[src/asrc_pkg.sv]
// Shared constants and types for the asynchronous static memory host controller.
package asrc_pkg;

    // ****************************************************************
    // Widths and clock.
    // ****************************************************************
    localparam int ADDR_W        = 13;
    localparam int DATA_W        = 8;
    localparam int CNT_W         = 5;
    localparam int GRADE_W       = 2;
    localparam int CLK_PERIOD_NS = 10;

    // ****************************************************************
    // Device timing in nanoseconds, one entry per speed grade 70/85/150/200; release and recovery times are single figures.
    // ****************************************************************
    localparam int SELECT_ACCESS_DELAY_NS [4] = '{70, 85, 150, 200};
    localparam int OUTPUT_ENABLE_ACCESS_NS[4] = '{35, 45, 70, 90};
    localparam int SELECT_TO_WRITE_END_NS [4] = '{65, 75, 100, 150};
    localparam int ADDRESS_TO_WRITE_END_NS[4] = '{65, 75, 90, 150};
    localparam int WRITE_PULSE_WIDTH_NS   [4] = '{55, 65, 90, 130};
    localparam int DATA_SETUP_WRITE_END_NS[4] = '{30, 35, 50, 70};
    localparam int CYCLE_TIME_NS          [4] = '{70, 85, 150, 200};
    localparam int RELEASE_DELAY_NS           = 25;
    localparam int WRITE_RECOVERY_SELECT_NS   = 15;
    localparam int WRITE_RECOVERY_STROBE_NS   = 5;

    // Least times round up to whole clock cycles.
    function automatic int ns_to_cyc(input int ns);
        return (ns + CLK_PERIOD_NS - 1) / CLK_PERIOD_NS;
    endfunction

    // The write low phase must satisfy select, address, pulse and data setup at once.
    function automatic int write_low_ns(input int g);
        int m;
        m = SELECT_TO_WRITE_END_NS[g];
        if (ADDRESS_TO_WRITE_END_NS[g] > m) m = ADDRESS_TO_WRITE_END_NS[g];
        if (WRITE_PULSE_WIDTH_NS[g] > m) m = WRITE_PULSE_WIDTH_NS[g];
        if (DATA_SETUP_WRITE_END_NS[g] > m) m = DATA_SETUP_WRITE_END_NS[g];
        return m;
    endfunction

    localparam int RELEASE_CYC  = (RELEASE_DELAY_NS + CLK_PERIOD_NS - 1) / CLK_PERIOD_NS;
    localparam int RECOVERY_CYC = (WRITE_RECOVERY_SELECT_NS + CLK_PERIOD_NS - 1)
                                  / CLK_PERIOD_NS;

    // ****************************************************************
    // Sequencer states.
    // ****************************************************************
    typedef enum logic [2:0] {
        ASRC_IDLE,
        ASRC_RD_ACCESS,
        ASRC_RD_RELEASE,
        ASRC_WR_SETUP,
        ASRC_WR_PULSE,
        ASRC_WR_END,
        ASRC_RECOVER
    } asrc_state_t;

endpackage

[src/asrc_timer.sv]
// Down counter that times each phase of a memory cycle.
`timescale 1ns/1ps
module asrc_timer (
    // Clock and reset.
    input  wire logic                        mclk,
    input  wire logic                        rst,
    // Load strobe and value.
    input  wire logic                        load,
    input  wire logic [asrc_pkg::CNT_W-1:0]  load_value,
    // Expiry flag.
    output logic                             done
);
    import asrc_pkg::*;

    typedef struct packed {
        logic [CNT_W-1:0] count;
    } asrc_timer_t;

    asrc_timer_t tmr_reg;
    asrc_timer_t tmr_next;

    // Load wins over counting; the counter parks at zero.
    always_comb begin
        tmr_next = tmr_reg;
        if (load) begin
            tmr_next.count = load_value;
        end else if (tmr_reg.count != '0) begin
            tmr_next.count = tmr_reg.count - CNT_W'(1);
        end
    end

    // State register.
    always_ff @(posedge mclk or posedge rst) begin
        if (rst) begin
            tmr_reg <= '0;
        end else begin
            tmr_reg <= tmr_next;
        end
    end

    assign done = (tmr_reg.count == '0);
endmodule

[src/asrc_ctrl.sv]
// Host controller that runs read and write cycles on an asynchronous static memory.
`timescale 1ns/1ps

// Contract
// RL1: Write strobe held high during reads.
// RL2: Device stores while select and strobe low.
// RL3: Write ends at first rising control.
// RL4: Address changes only with select/strobe high.
// RL5: Select falling with strobe keeps outputs floating.
// RL6: Output enable high means device floats.
// RL7: Host never drives while output enable low.
// RL8: Read data valid after select access.
// RL9: Read data valid after enable access.
// RL10: Device outputs not early from float.
// RL11: Device floats 25 ns after select rises.
// RL12: Device floats 25 ns after enable rises.
// RL13: Previous read data held 10 ns.
// RL14: Address stable before write end per grade.
// RL15: Select low long enough before write end.
// RL16: Zero address setup, minimum write pulse.
// RL17: Write data set up before write end.
// RL18: Recovery time after every write.
// RL19: Device floats after strobe falls.
// RL20: Device re-drives no sooner than 5 ns.
// RL21: Cycles spaced by the grade's cycle time.
// RL22: Write data held until write ends.
module asrc_ctrl (
    // Clock and reset.
    input  wire logic                          mclk,
    input  wire logic                          rst,
    // Request port.
    input  wire logic                          req_valid,
    output logic                               req_ready,
    input  wire logic                          req_write,
    input  wire logic [asrc_pkg::ADDR_W-1:0]   req_addr,
    input  wire logic [asrc_pkg::DATA_W-1:0]   req_wdata,
    input  wire logic [asrc_pkg::GRADE_W-1:0]  speed_grade,
    // Read answer.
    output logic                               rd_valid,
    output logic [asrc_pkg::DATA_W-1:0]        rd_data,
    // Memory pins.
    output logic [asrc_pkg::ADDR_W-1:0]        address_in,
    output logic                               select_n,
    output logic                               output_enable_n,
    output logic                               write_strobe_n,
    input  wire logic [asrc_pkg::DATA_W-1:0]   data_io_i,
    output logic [asrc_pkg::DATA_W-1:0]        data_io_o,
    output logic                               data_io_oe
);
    import asrc_pkg::*;

    // ****************************************************************
    // State.
    // ****************************************************************
    typedef struct packed {
        asrc_state_t         st;
        logic [GRADE_W-1:0]  grade;
        logic [ADDR_W-1:0]   addr;
        logic [DATA_W-1:0]   wdata;
        logic [DATA_W-1:0]   rdata;
        logic                rd_valid;
        logic                ce_n;
        logic                oe_n;
        logic                we_n;
        logic                dq_oe;
    } asrc_ctrl_t;

    asrc_ctrl_t s_reg;
    asrc_ctrl_t s_next;
    logic                t_load;
    logic [CNT_W-1:0]    t_value;
    logic                t_done;

    // Phase timer shared by every state.
    asrc_timer u_timer (
        .mclk       (mclk),
        .rst        (rst),
        .load       (t_load),
        .load_value (t_value),
        .done       (t_done)
    );

    // Sequencer. Loading N-1 keeps the control level for exactly N cycles.
    always_comb begin
        s_next          = s_reg;
        s_next.rd_valid = 1'b0;
        t_load          = 1'b0;
        t_value         = '0;
        case (s_reg.st)
            ASRC_IDLE: begin
                if (req_valid) begin
                    s_next.grade = speed_grade;
                    s_next.addr  = req_addr; // Address moves only while the strobe is high, on the same edge that drops select. [RL4]
                    s_next.wdata = req_wdata;
                    s_next.ce_n  = 1'b0;
                    t_load       = 1'b1;
                    if (req_write) begin
                        // Output enable stays high so the device floats the bus. [RL6] [RL7]
                        s_next.st    = ASRC_WR_SETUP;
                        s_next.dq_oe = 1'b1;
                        t_value      = '0;
                    end else begin
                        // Select and enable fall together; strobe stays high. [RL1]
                        s_next.st   = ASRC_RD_ACCESS;
                        s_next.oe_n = 1'b0;
                        t_value     = CNT_W'(ns_to_cyc(SELECT_ACCESS_DELAY_NS[speed_grade]) - 1);
                    end
                end
            end
            ASRC_RD_ACCESS: begin
                // Wait the slower of select and enable access before sampling. [RL8] [RL9]
                if (t_done) begin
                    s_next.rdata    = data_io_i;
                    s_next.rd_valid = 1'b1;
                    s_next.ce_n     = 1'b1;
                    s_next.oe_n     = 1'b1;
                    s_next.st       = ASRC_RD_RELEASE;
                    t_load          = 1'b1;
                    t_value         = CNT_W'(RELEASE_CYC - 1);
                end
            end
            ASRC_RD_RELEASE: begin
                // The device may drive for 25 ns more; nothing else may start. [RL11] [RL12]
                if (t_done) begin
                    s_next.st = ASRC_IDLE;
                end
            end
            ASRC_WR_SETUP: begin
                // Address and data settled one cycle before the strobe falls. [RL16]
                s_next.we_n = 1'b0; // Write begins at this later falling edge. [RL2] [RL5]
                s_next.st   = ASRC_WR_PULSE;
                t_load      = 1'b1;
                t_value     = CNT_W'(ns_to_cyc(write_low_ns(s_reg.grade)) - 1);
            end
            ASRC_WR_PULSE: begin
                // Strobe rises first, so it marks the end of the write. [RL3] [RL14] [RL15] [RL17]
                if (t_done) begin
                    s_next.we_n = 1'b1;
                    s_next.st   = ASRC_WR_END;
                end
            end
            ASRC_WR_END: begin
                // Data held one cycle past the strobe edge before letting go. [RL22]
                s_next.ce_n  = 1'b1;
                s_next.dq_oe = 1'b0;
                s_next.st    = ASRC_RECOVER;
                t_load       = 1'b1;
                t_value      = CNT_W'(RECOVERY_CYC - 1);
            end
            ASRC_RECOVER: begin
                // Recovery covers the longer select-ended figure as well. [RL18] [RL21]
                if (t_done) begin
                    s_next.st = ASRC_IDLE;
                end
            end
            default: begin
                s_next = '0;
                s_next.ce_n = 1'b1;
                s_next.oe_n = 1'b1;
                s_next.we_n = 1'b1;
            end
        endcase
    end

    // State register; controls idle high after reset.
    always_ff @(posedge mclk or posedge rst) begin
        if (rst) begin
            s_reg      <= '0;
            s_reg.st   <= ASRC_IDLE;
            s_reg.ce_n <= 1'b1;
            s_reg.oe_n <= 1'b1;
            s_reg.we_n <= 1'b1;
        end else begin
            s_reg <= s_next;
        end
    end

    // Pins and answers straight from the state flops.
    assign req_ready       = (s_reg.st == ASRC_IDLE);
    assign rd_valid        = s_reg.rd_valid;
    assign rd_data         = s_reg.rdata;
    assign address_in      = s_reg.addr;
    assign select_n        = s_reg.ce_n;
    assign output_enable_n = s_reg.oe_n;
    assign write_strobe_n  = s_reg.we_n;
    assign data_io_o       = s_reg.wdata;
    assign data_io_oe      = s_reg.dq_oe;

    // ****************************************************************
    // Checks.
    // ****************************************************************
    logic [CNT_W-1:0] we_low_cnt;
    logic [CNT_W-1:0] ce_low_cnt;
    logic [CNT_W-1:0] ce_high_cnt;

    // Helper counters of how long the strobe has been low and the select low or high.
    // The idle counter starts full and saturates, so that neither a reset nor a long idle
    // spell can pass for a short recovery.
    always_ff @(posedge mclk or posedge rst) begin
        if (rst) begin
            we_low_cnt  <= '0;
            ce_low_cnt  <= '0;
            ce_high_cnt <= '1;
        end else begin
            we_low_cnt  <= write_strobe_n ? '0 : we_low_cnt + CNT_W'(1);
            ce_low_cnt  <= select_n ? '0 : ce_low_cnt + CNT_W'(1);
            ce_high_cnt <= !select_n ? '0
                           : ((ce_high_cnt == '1) ? ce_high_cnt : ce_high_cnt + CNT_W'(1));
        end
    end

    read_strobe_high_a: assert property (@(posedge mclk) disable iff (rst) // [RL1]
        !output_enable_n |-> write_strobe_n)
        else $error("Write strobe low during a read.");

    addr_stable_wr_a: assert property (@(posedge mclk) disable iff (rst) // [RL4]
        $changed(address_in) |-> (select_n || write_strobe_n))
        else $error("Address moved while a cycle was active.");

    no_contention_a: assert property (@(posedge mclk) disable iff (rst) // [RL7]
        !output_enable_n |-> !data_io_oe)
        else $error("Host drives data while output enable is low.");

    pulse_width_a: assert property (@(posedge mclk) disable iff (rst) // [RL16]
        $rose(write_strobe_n) |->
            (32'($past(we_low_cnt)) * CLK_PERIOD_NS >= WRITE_PULSE_WIDTH_NS[s_reg.grade]))
        else $error("Write pulse too short.");

    select_to_end_a: assert property (@(posedge mclk) disable iff (rst) // [RL15]
        $rose(write_strobe_n) |->
            (32'(ce_low_cnt) * CLK_PERIOD_NS >= SELECT_TO_WRITE_END_NS[s_reg.grade]))
        else $error("Select low too briefly before write end.");

    data_held_a: assert property (@(posedge mclk) disable iff (rst) // [RL17]
        (!write_strobe_n && !select_n) |-> data_io_oe && $stable(data_io_o))
        else $error("Write data not stable during the write.");

    data_hold_end_a: assert property (@(posedge mclk) disable iff (rst) // [RL22]
        $rose(write_strobe_n) |-> data_io_oe ##1 $rose(select_n))
        else $error("Write data released before write end.");

    recovery_a: assert property (@(posedge mclk) disable iff (rst) // [RL18]
        $rose(select_n) |-> select_n [*2])
        else $error("Recovery after a cycle too short.");

    read_sample_a: assert property (@(posedge mclk) disable iff (rst) // [RL8]
        $rose(rd_valid) |->
            (32'($past(ce_low_cnt)) + 1) * CLK_PERIOD_NS
                >= SELECT_ACCESS_DELAY_NS[s_reg.grade])
        else $error("Read sampled before access time.");

    cycle_space_a: assert property (@(posedge mclk) disable iff (rst) // [RL21]
        $fell(select_n) |-> 32'($past(ce_high_cnt)) >= RECOVERY_CYC)
        else $error("Cycles spaced too closely.");

    read_cycle_c:  cover property (@(posedge mclk) disable iff (rst) $rose(rd_valid));
    write_cycle_c: cover property (@(posedge mclk) disable iff (rst) $rose(write_strobe_n));
    slow_grade_c:  cover property (@(posedge mclk) disable iff (rst)
        $rose(write_strobe_n) && (s_reg.grade == GRADE_W'(3)));
endmodule

[config.mk]
export PLATFORM = sky130hd
export DESIGN_NAME = asrc_ctrl
export DESIGN_NICKNAME = d
export VERILOG_FILES = /design/src/asrc_pkg.sv /design/src/asrc_timer.sv /design/src/asrc_ctrl.sv
export SDC_FILE = /design/constraint.sdc
export NUM_CORES = 1
export LEC_CHECK = 0
export ABC_AREA = 0
export BUFFER_PORTS_ARGS = -buffer_cell sky130_fd_sc_hd__buf_2
export CORE_MARGIN = 8
export CORE_UTILIZATION = 52
export DETAILED_ROUTE_END_ITERATION = 6
export PLACE_DENSITY_LB_ADDON = 0.3
export SLEW_MARGIN = 20
export SYNTH_ARGS = -nofsm -noshare
export SYNTH_HDL_FRONTEND = slang
export SYNTH_SLANG_ARGS = --single-unit
[constraint.sdc]
create_clock -name mclk -period 2.2 [get_ports mclk]
set_clock_uncertainty 0.15 [all_clocks]
set_input_delay 0.11 -clock mclk [delete_from_list [all_inputs] [get_ports mclk]]
set_output_delay 0.11 -clock mclk [all_outputs]
set_load 0.05 [all_outputs]
==> results.tsv <==
metric	value	unit
Iter 0 DRT Violations	75	
proportion of power drawn by the clock network	9.8	%
cell internal pwr	2.43	mW
result of the run	finished, final reports clean	
DP Area	0.00269	mm^2
Final Power	5.00	mW
RR Startpoint	u_timer.tmr_reg[0]	
remaining number of nets flagged by the antenna check after routing	0	
floorplan die area	0.00724	mm^2
Leak	1.49	nW
switching pwr	2.57	mW
height of the die	85.1	um
Slew Limit Headroom	56.9	%
sequential share of power	29.6	%
PD cells	1600	mW/mm^2
post-CTS setup buffer count	0	
startpoint of the worst setup timing path	u_timer.tmr_reg[0]	
Hold WC Path Type	input pin to asynchronous set/reset pin	
Worst Path Arrival	2.12	ns
latest clock arrival within the worst-skew pair	0.30	ns
routed len/inst	16.0	um
HPWL after detailed placement	4.01	mm
number of buffers inserted during clock tree synthesis	5	
fin crit share	94.8	%
GRT Resource Usage Total	17.0	%
number of antenna violations at the first check in global routing	0	
CTS root buf	sky130_fd_sc_hd__clkbuf_8	
Final nets	356	
maximum clock rate	480	MHz
register area share after synthesis	44.5	%
async set-or-reset flop fraction in the synthesized netlist	100	%
net count after synthesis	278	
cell type with the largest total area after synthesis	sky130_fd_sc_hd__dfrtp_1	
placed cells	321	
ratio of cells with drive above 1 in the final layout	32.5	%
post-synthesis instance area	0.00248	mm^2
non-filler cells in the finished layout	362	
clock-pin transition on the worst setup and hold timing paths	0.09	ns
Commonest cells post-synth	41 x sky130_fd_sc_hd__dfrtp_1, 29 x sky130_fd_sc_hd__buf_4, 24 x sky130_fd_sc_hd__a22o_1, 13 x sky130_fd_sc_hd__ha_1, 12 x sky130_fd_sc_hd__nor2_1	
Crit Path Class	flop to flop	
via count	1952	
synth top area cells	sky130_fd_sc_hd__dfrtp_1 41%, sky130_fd_sc_hd__buf_4 8.8%, sky130_fd_sc_hd__a22o_1 8.5%, sky130_fd_sc_hd__ha_1 6.6%, sky130_fd_sc_hd__dfstp_2 3.2%	
family with the most delay on the worst path	simple AND/OR/NAND/NOR gates	
utilization after layout	67.0	%
count of buffers inserted at the top-level ports	69	
final-report max-slew violation count	0	
Startpoint Class	flop	
Non-Filler Cell Area, Final	0.00312	mm^2
switching share of total power	51.3	%
worst-path cell with the longest stage delay	sky130_fd_sc_hd__or4b_1	
count of clock tree sinks	44	
largest net degree at the start of global routing	26	
flip-flop count of the largest register, all copies and words added	13	
crit path buf inv count	2	
first-pass GRT wire length	10.1	mm
Die Width	85.1	um
number of DRC violations after detailed routing	0	
depth of the worst register-to-register path	7	
Worst EP required	2.23	ns
Comb power frac	60.6	%
Worst R2R End	u_timer.tmr_reg[1]	
Setup WS post-layout	0.115	ns
Final Hold Fails	0	
vias per cell	5.39	
cells traversed along the worst timing path	inv_1 > ha_1 > or4b_1 > buf_4 > nor2_4 > a221oi_2 > a221o_1	
Setup TNS Final	0	ns
total I/O pin count	70	
post-cts repair resize count	0	
Crit. End Element	flop	
setup slack, reg-to-reg	0.11	ns
Longest Clk Path Bufs	2	
Yosys cell types	43	
detailed-route wire length	5.80	mm
number of warnings issued by yosys	0	
area of the placeable core	0.00466	mm^2
Worst Max-Slew Pin Slew	0.647	ns
proportion of netlist area held by the largest area contributor	41.4	%
number of H-tree levels	2	
Yosys reg bits	44	
number of antenna repair diodes	0	
vias in the first global route	2147	
Avg Inst Size Synth	10.8	um^2
stage delay of the slowest cell on the critical path	0.45	ns
predominant post-synthesis flop cell	sky130_fd_sc_hd__dfrtp_1	
clock tree from TritonCTS	done	
time the worst path needs with I/O delays and setup	2.09	ns
gp weighted congestion	0.780	
GRT overflow	0	
Final Setup Violations	0	
number of iterations in the first detailed-routing pass	4	
number of flops mapped to enable cells by yosys	0	
largest vdd supply drop	0.000967	V
largest fanout on the critical path	10	
effective utilization at floorplan	53.2	%
unrepaired setup endpoints after global routing	false	
area added between synthesis and finish	25.9	%
setup slack after placement	0.140	ns
most frequently used cell type in the post-synthesis netlist	sky130_fd_sc_hd__dfrtp_1	
max_cap viols	0	
Fin Hold WS	0.106	ns
num rows	25	
post-synthesis cell count	230	
## cell usage in the layout, fill, tap and decap left out, drive strengths merged, types with 2 or more instances in the layout
cell / instances
dfrtp: 41
o21ai: 10
o31ai: 2
clkbuf: 5
inv: 6
buf: 79
nor4b: 2
a22oi: 10
a22o: 24
o22ai: 2
dlygate4sd3: 34
ha: 13
nand3b: 2
clkinv: 3
nor3: 6
xor2: 2
mux2i: 3
nand2b: 5
a21oi: 7
nor2: 15
o2bb2ai: 8
xnor2: 3
dfstp: 3
nand2: 9
## how the worst max path moves through the flow
stage,endpoint,slack (ns),cells past startpoint
2_1_floorplan,u_timer.tmr_reg[1],0.26,7
3_3_place_gp,u_timer.tmr_reg[1],0.21,7
3_5_place_dp,u_timer.tmr_reg[1],0.14,7
4_1_cts,u_timer.tmr_reg[1],0.11,7
5_1_grt,rd_data[1],0.01,7
6_report,u_timer.tmr_reg[1],0.11,7
## metal layers
layer,up-vias,wire (um),global-route usage (%)
li1,953,-,-
met1,941,2520,20.5
met2,52,2900,28.4
met3,6,308,5.12
met4,0,64,5.02
met5,-,0,0
## cell type report
cell class	count	area [um^2]
timing repair buffer	113	761
sequential	44	1100
multi-input combinational	136	1080
clock buffer	5	68.8
clock inverter	2	12.5
tap	54	67.6
inverter	8	30.0
fill	365	1540
## power by group through the flow
stage | clock network, mW | registers (mW) | logic (mW)
2_1_floorplan | 0 | 1.53 | 2.58
3_3_place_gp | 0 | 1.47 | 2.93
3_5_place_dp | 0 | 1.48 | 2.98
4_1_cts | 0.509 | 1.47 | 3.04
5_1_grt | 0.534 | 1.53 | 3.27
6_report | 0.490 | 1.48 | 3.03
## cell families (layout without fill, tap and decap cells)
family	Yosys count	after routing	share of synthesized area [%]
AOI/OAI and AO/OA	72	72	23.1
buffers and inverters	50	128	12.6
DFF	44	44	44.5
and+or+nand+nor	43	43	10.3
adders and majority gates	13	13	6.56
xor gates and xnor gates	5	5	1.77
muxes	3	3	1.21
## worst reg2reg max path, delay by kind of cell, from the launching register on
kind	cells	cell delay (ns)
AO/OA/AOI/OAI	2	0.37
adder cells (fa/ha/maj)	1	0.21
buffers and inverters	2	0.31
flip-flops	1	0.38
AND/OR/NAND/NOR	2	0.54
## timing repair
item	CTS	global route
endpoints found under the hold margin	74	0
hold buffers	34	0
endpoints found under the setup margin	0	3
Note: power is estimated with default switching activity, not from simulation.
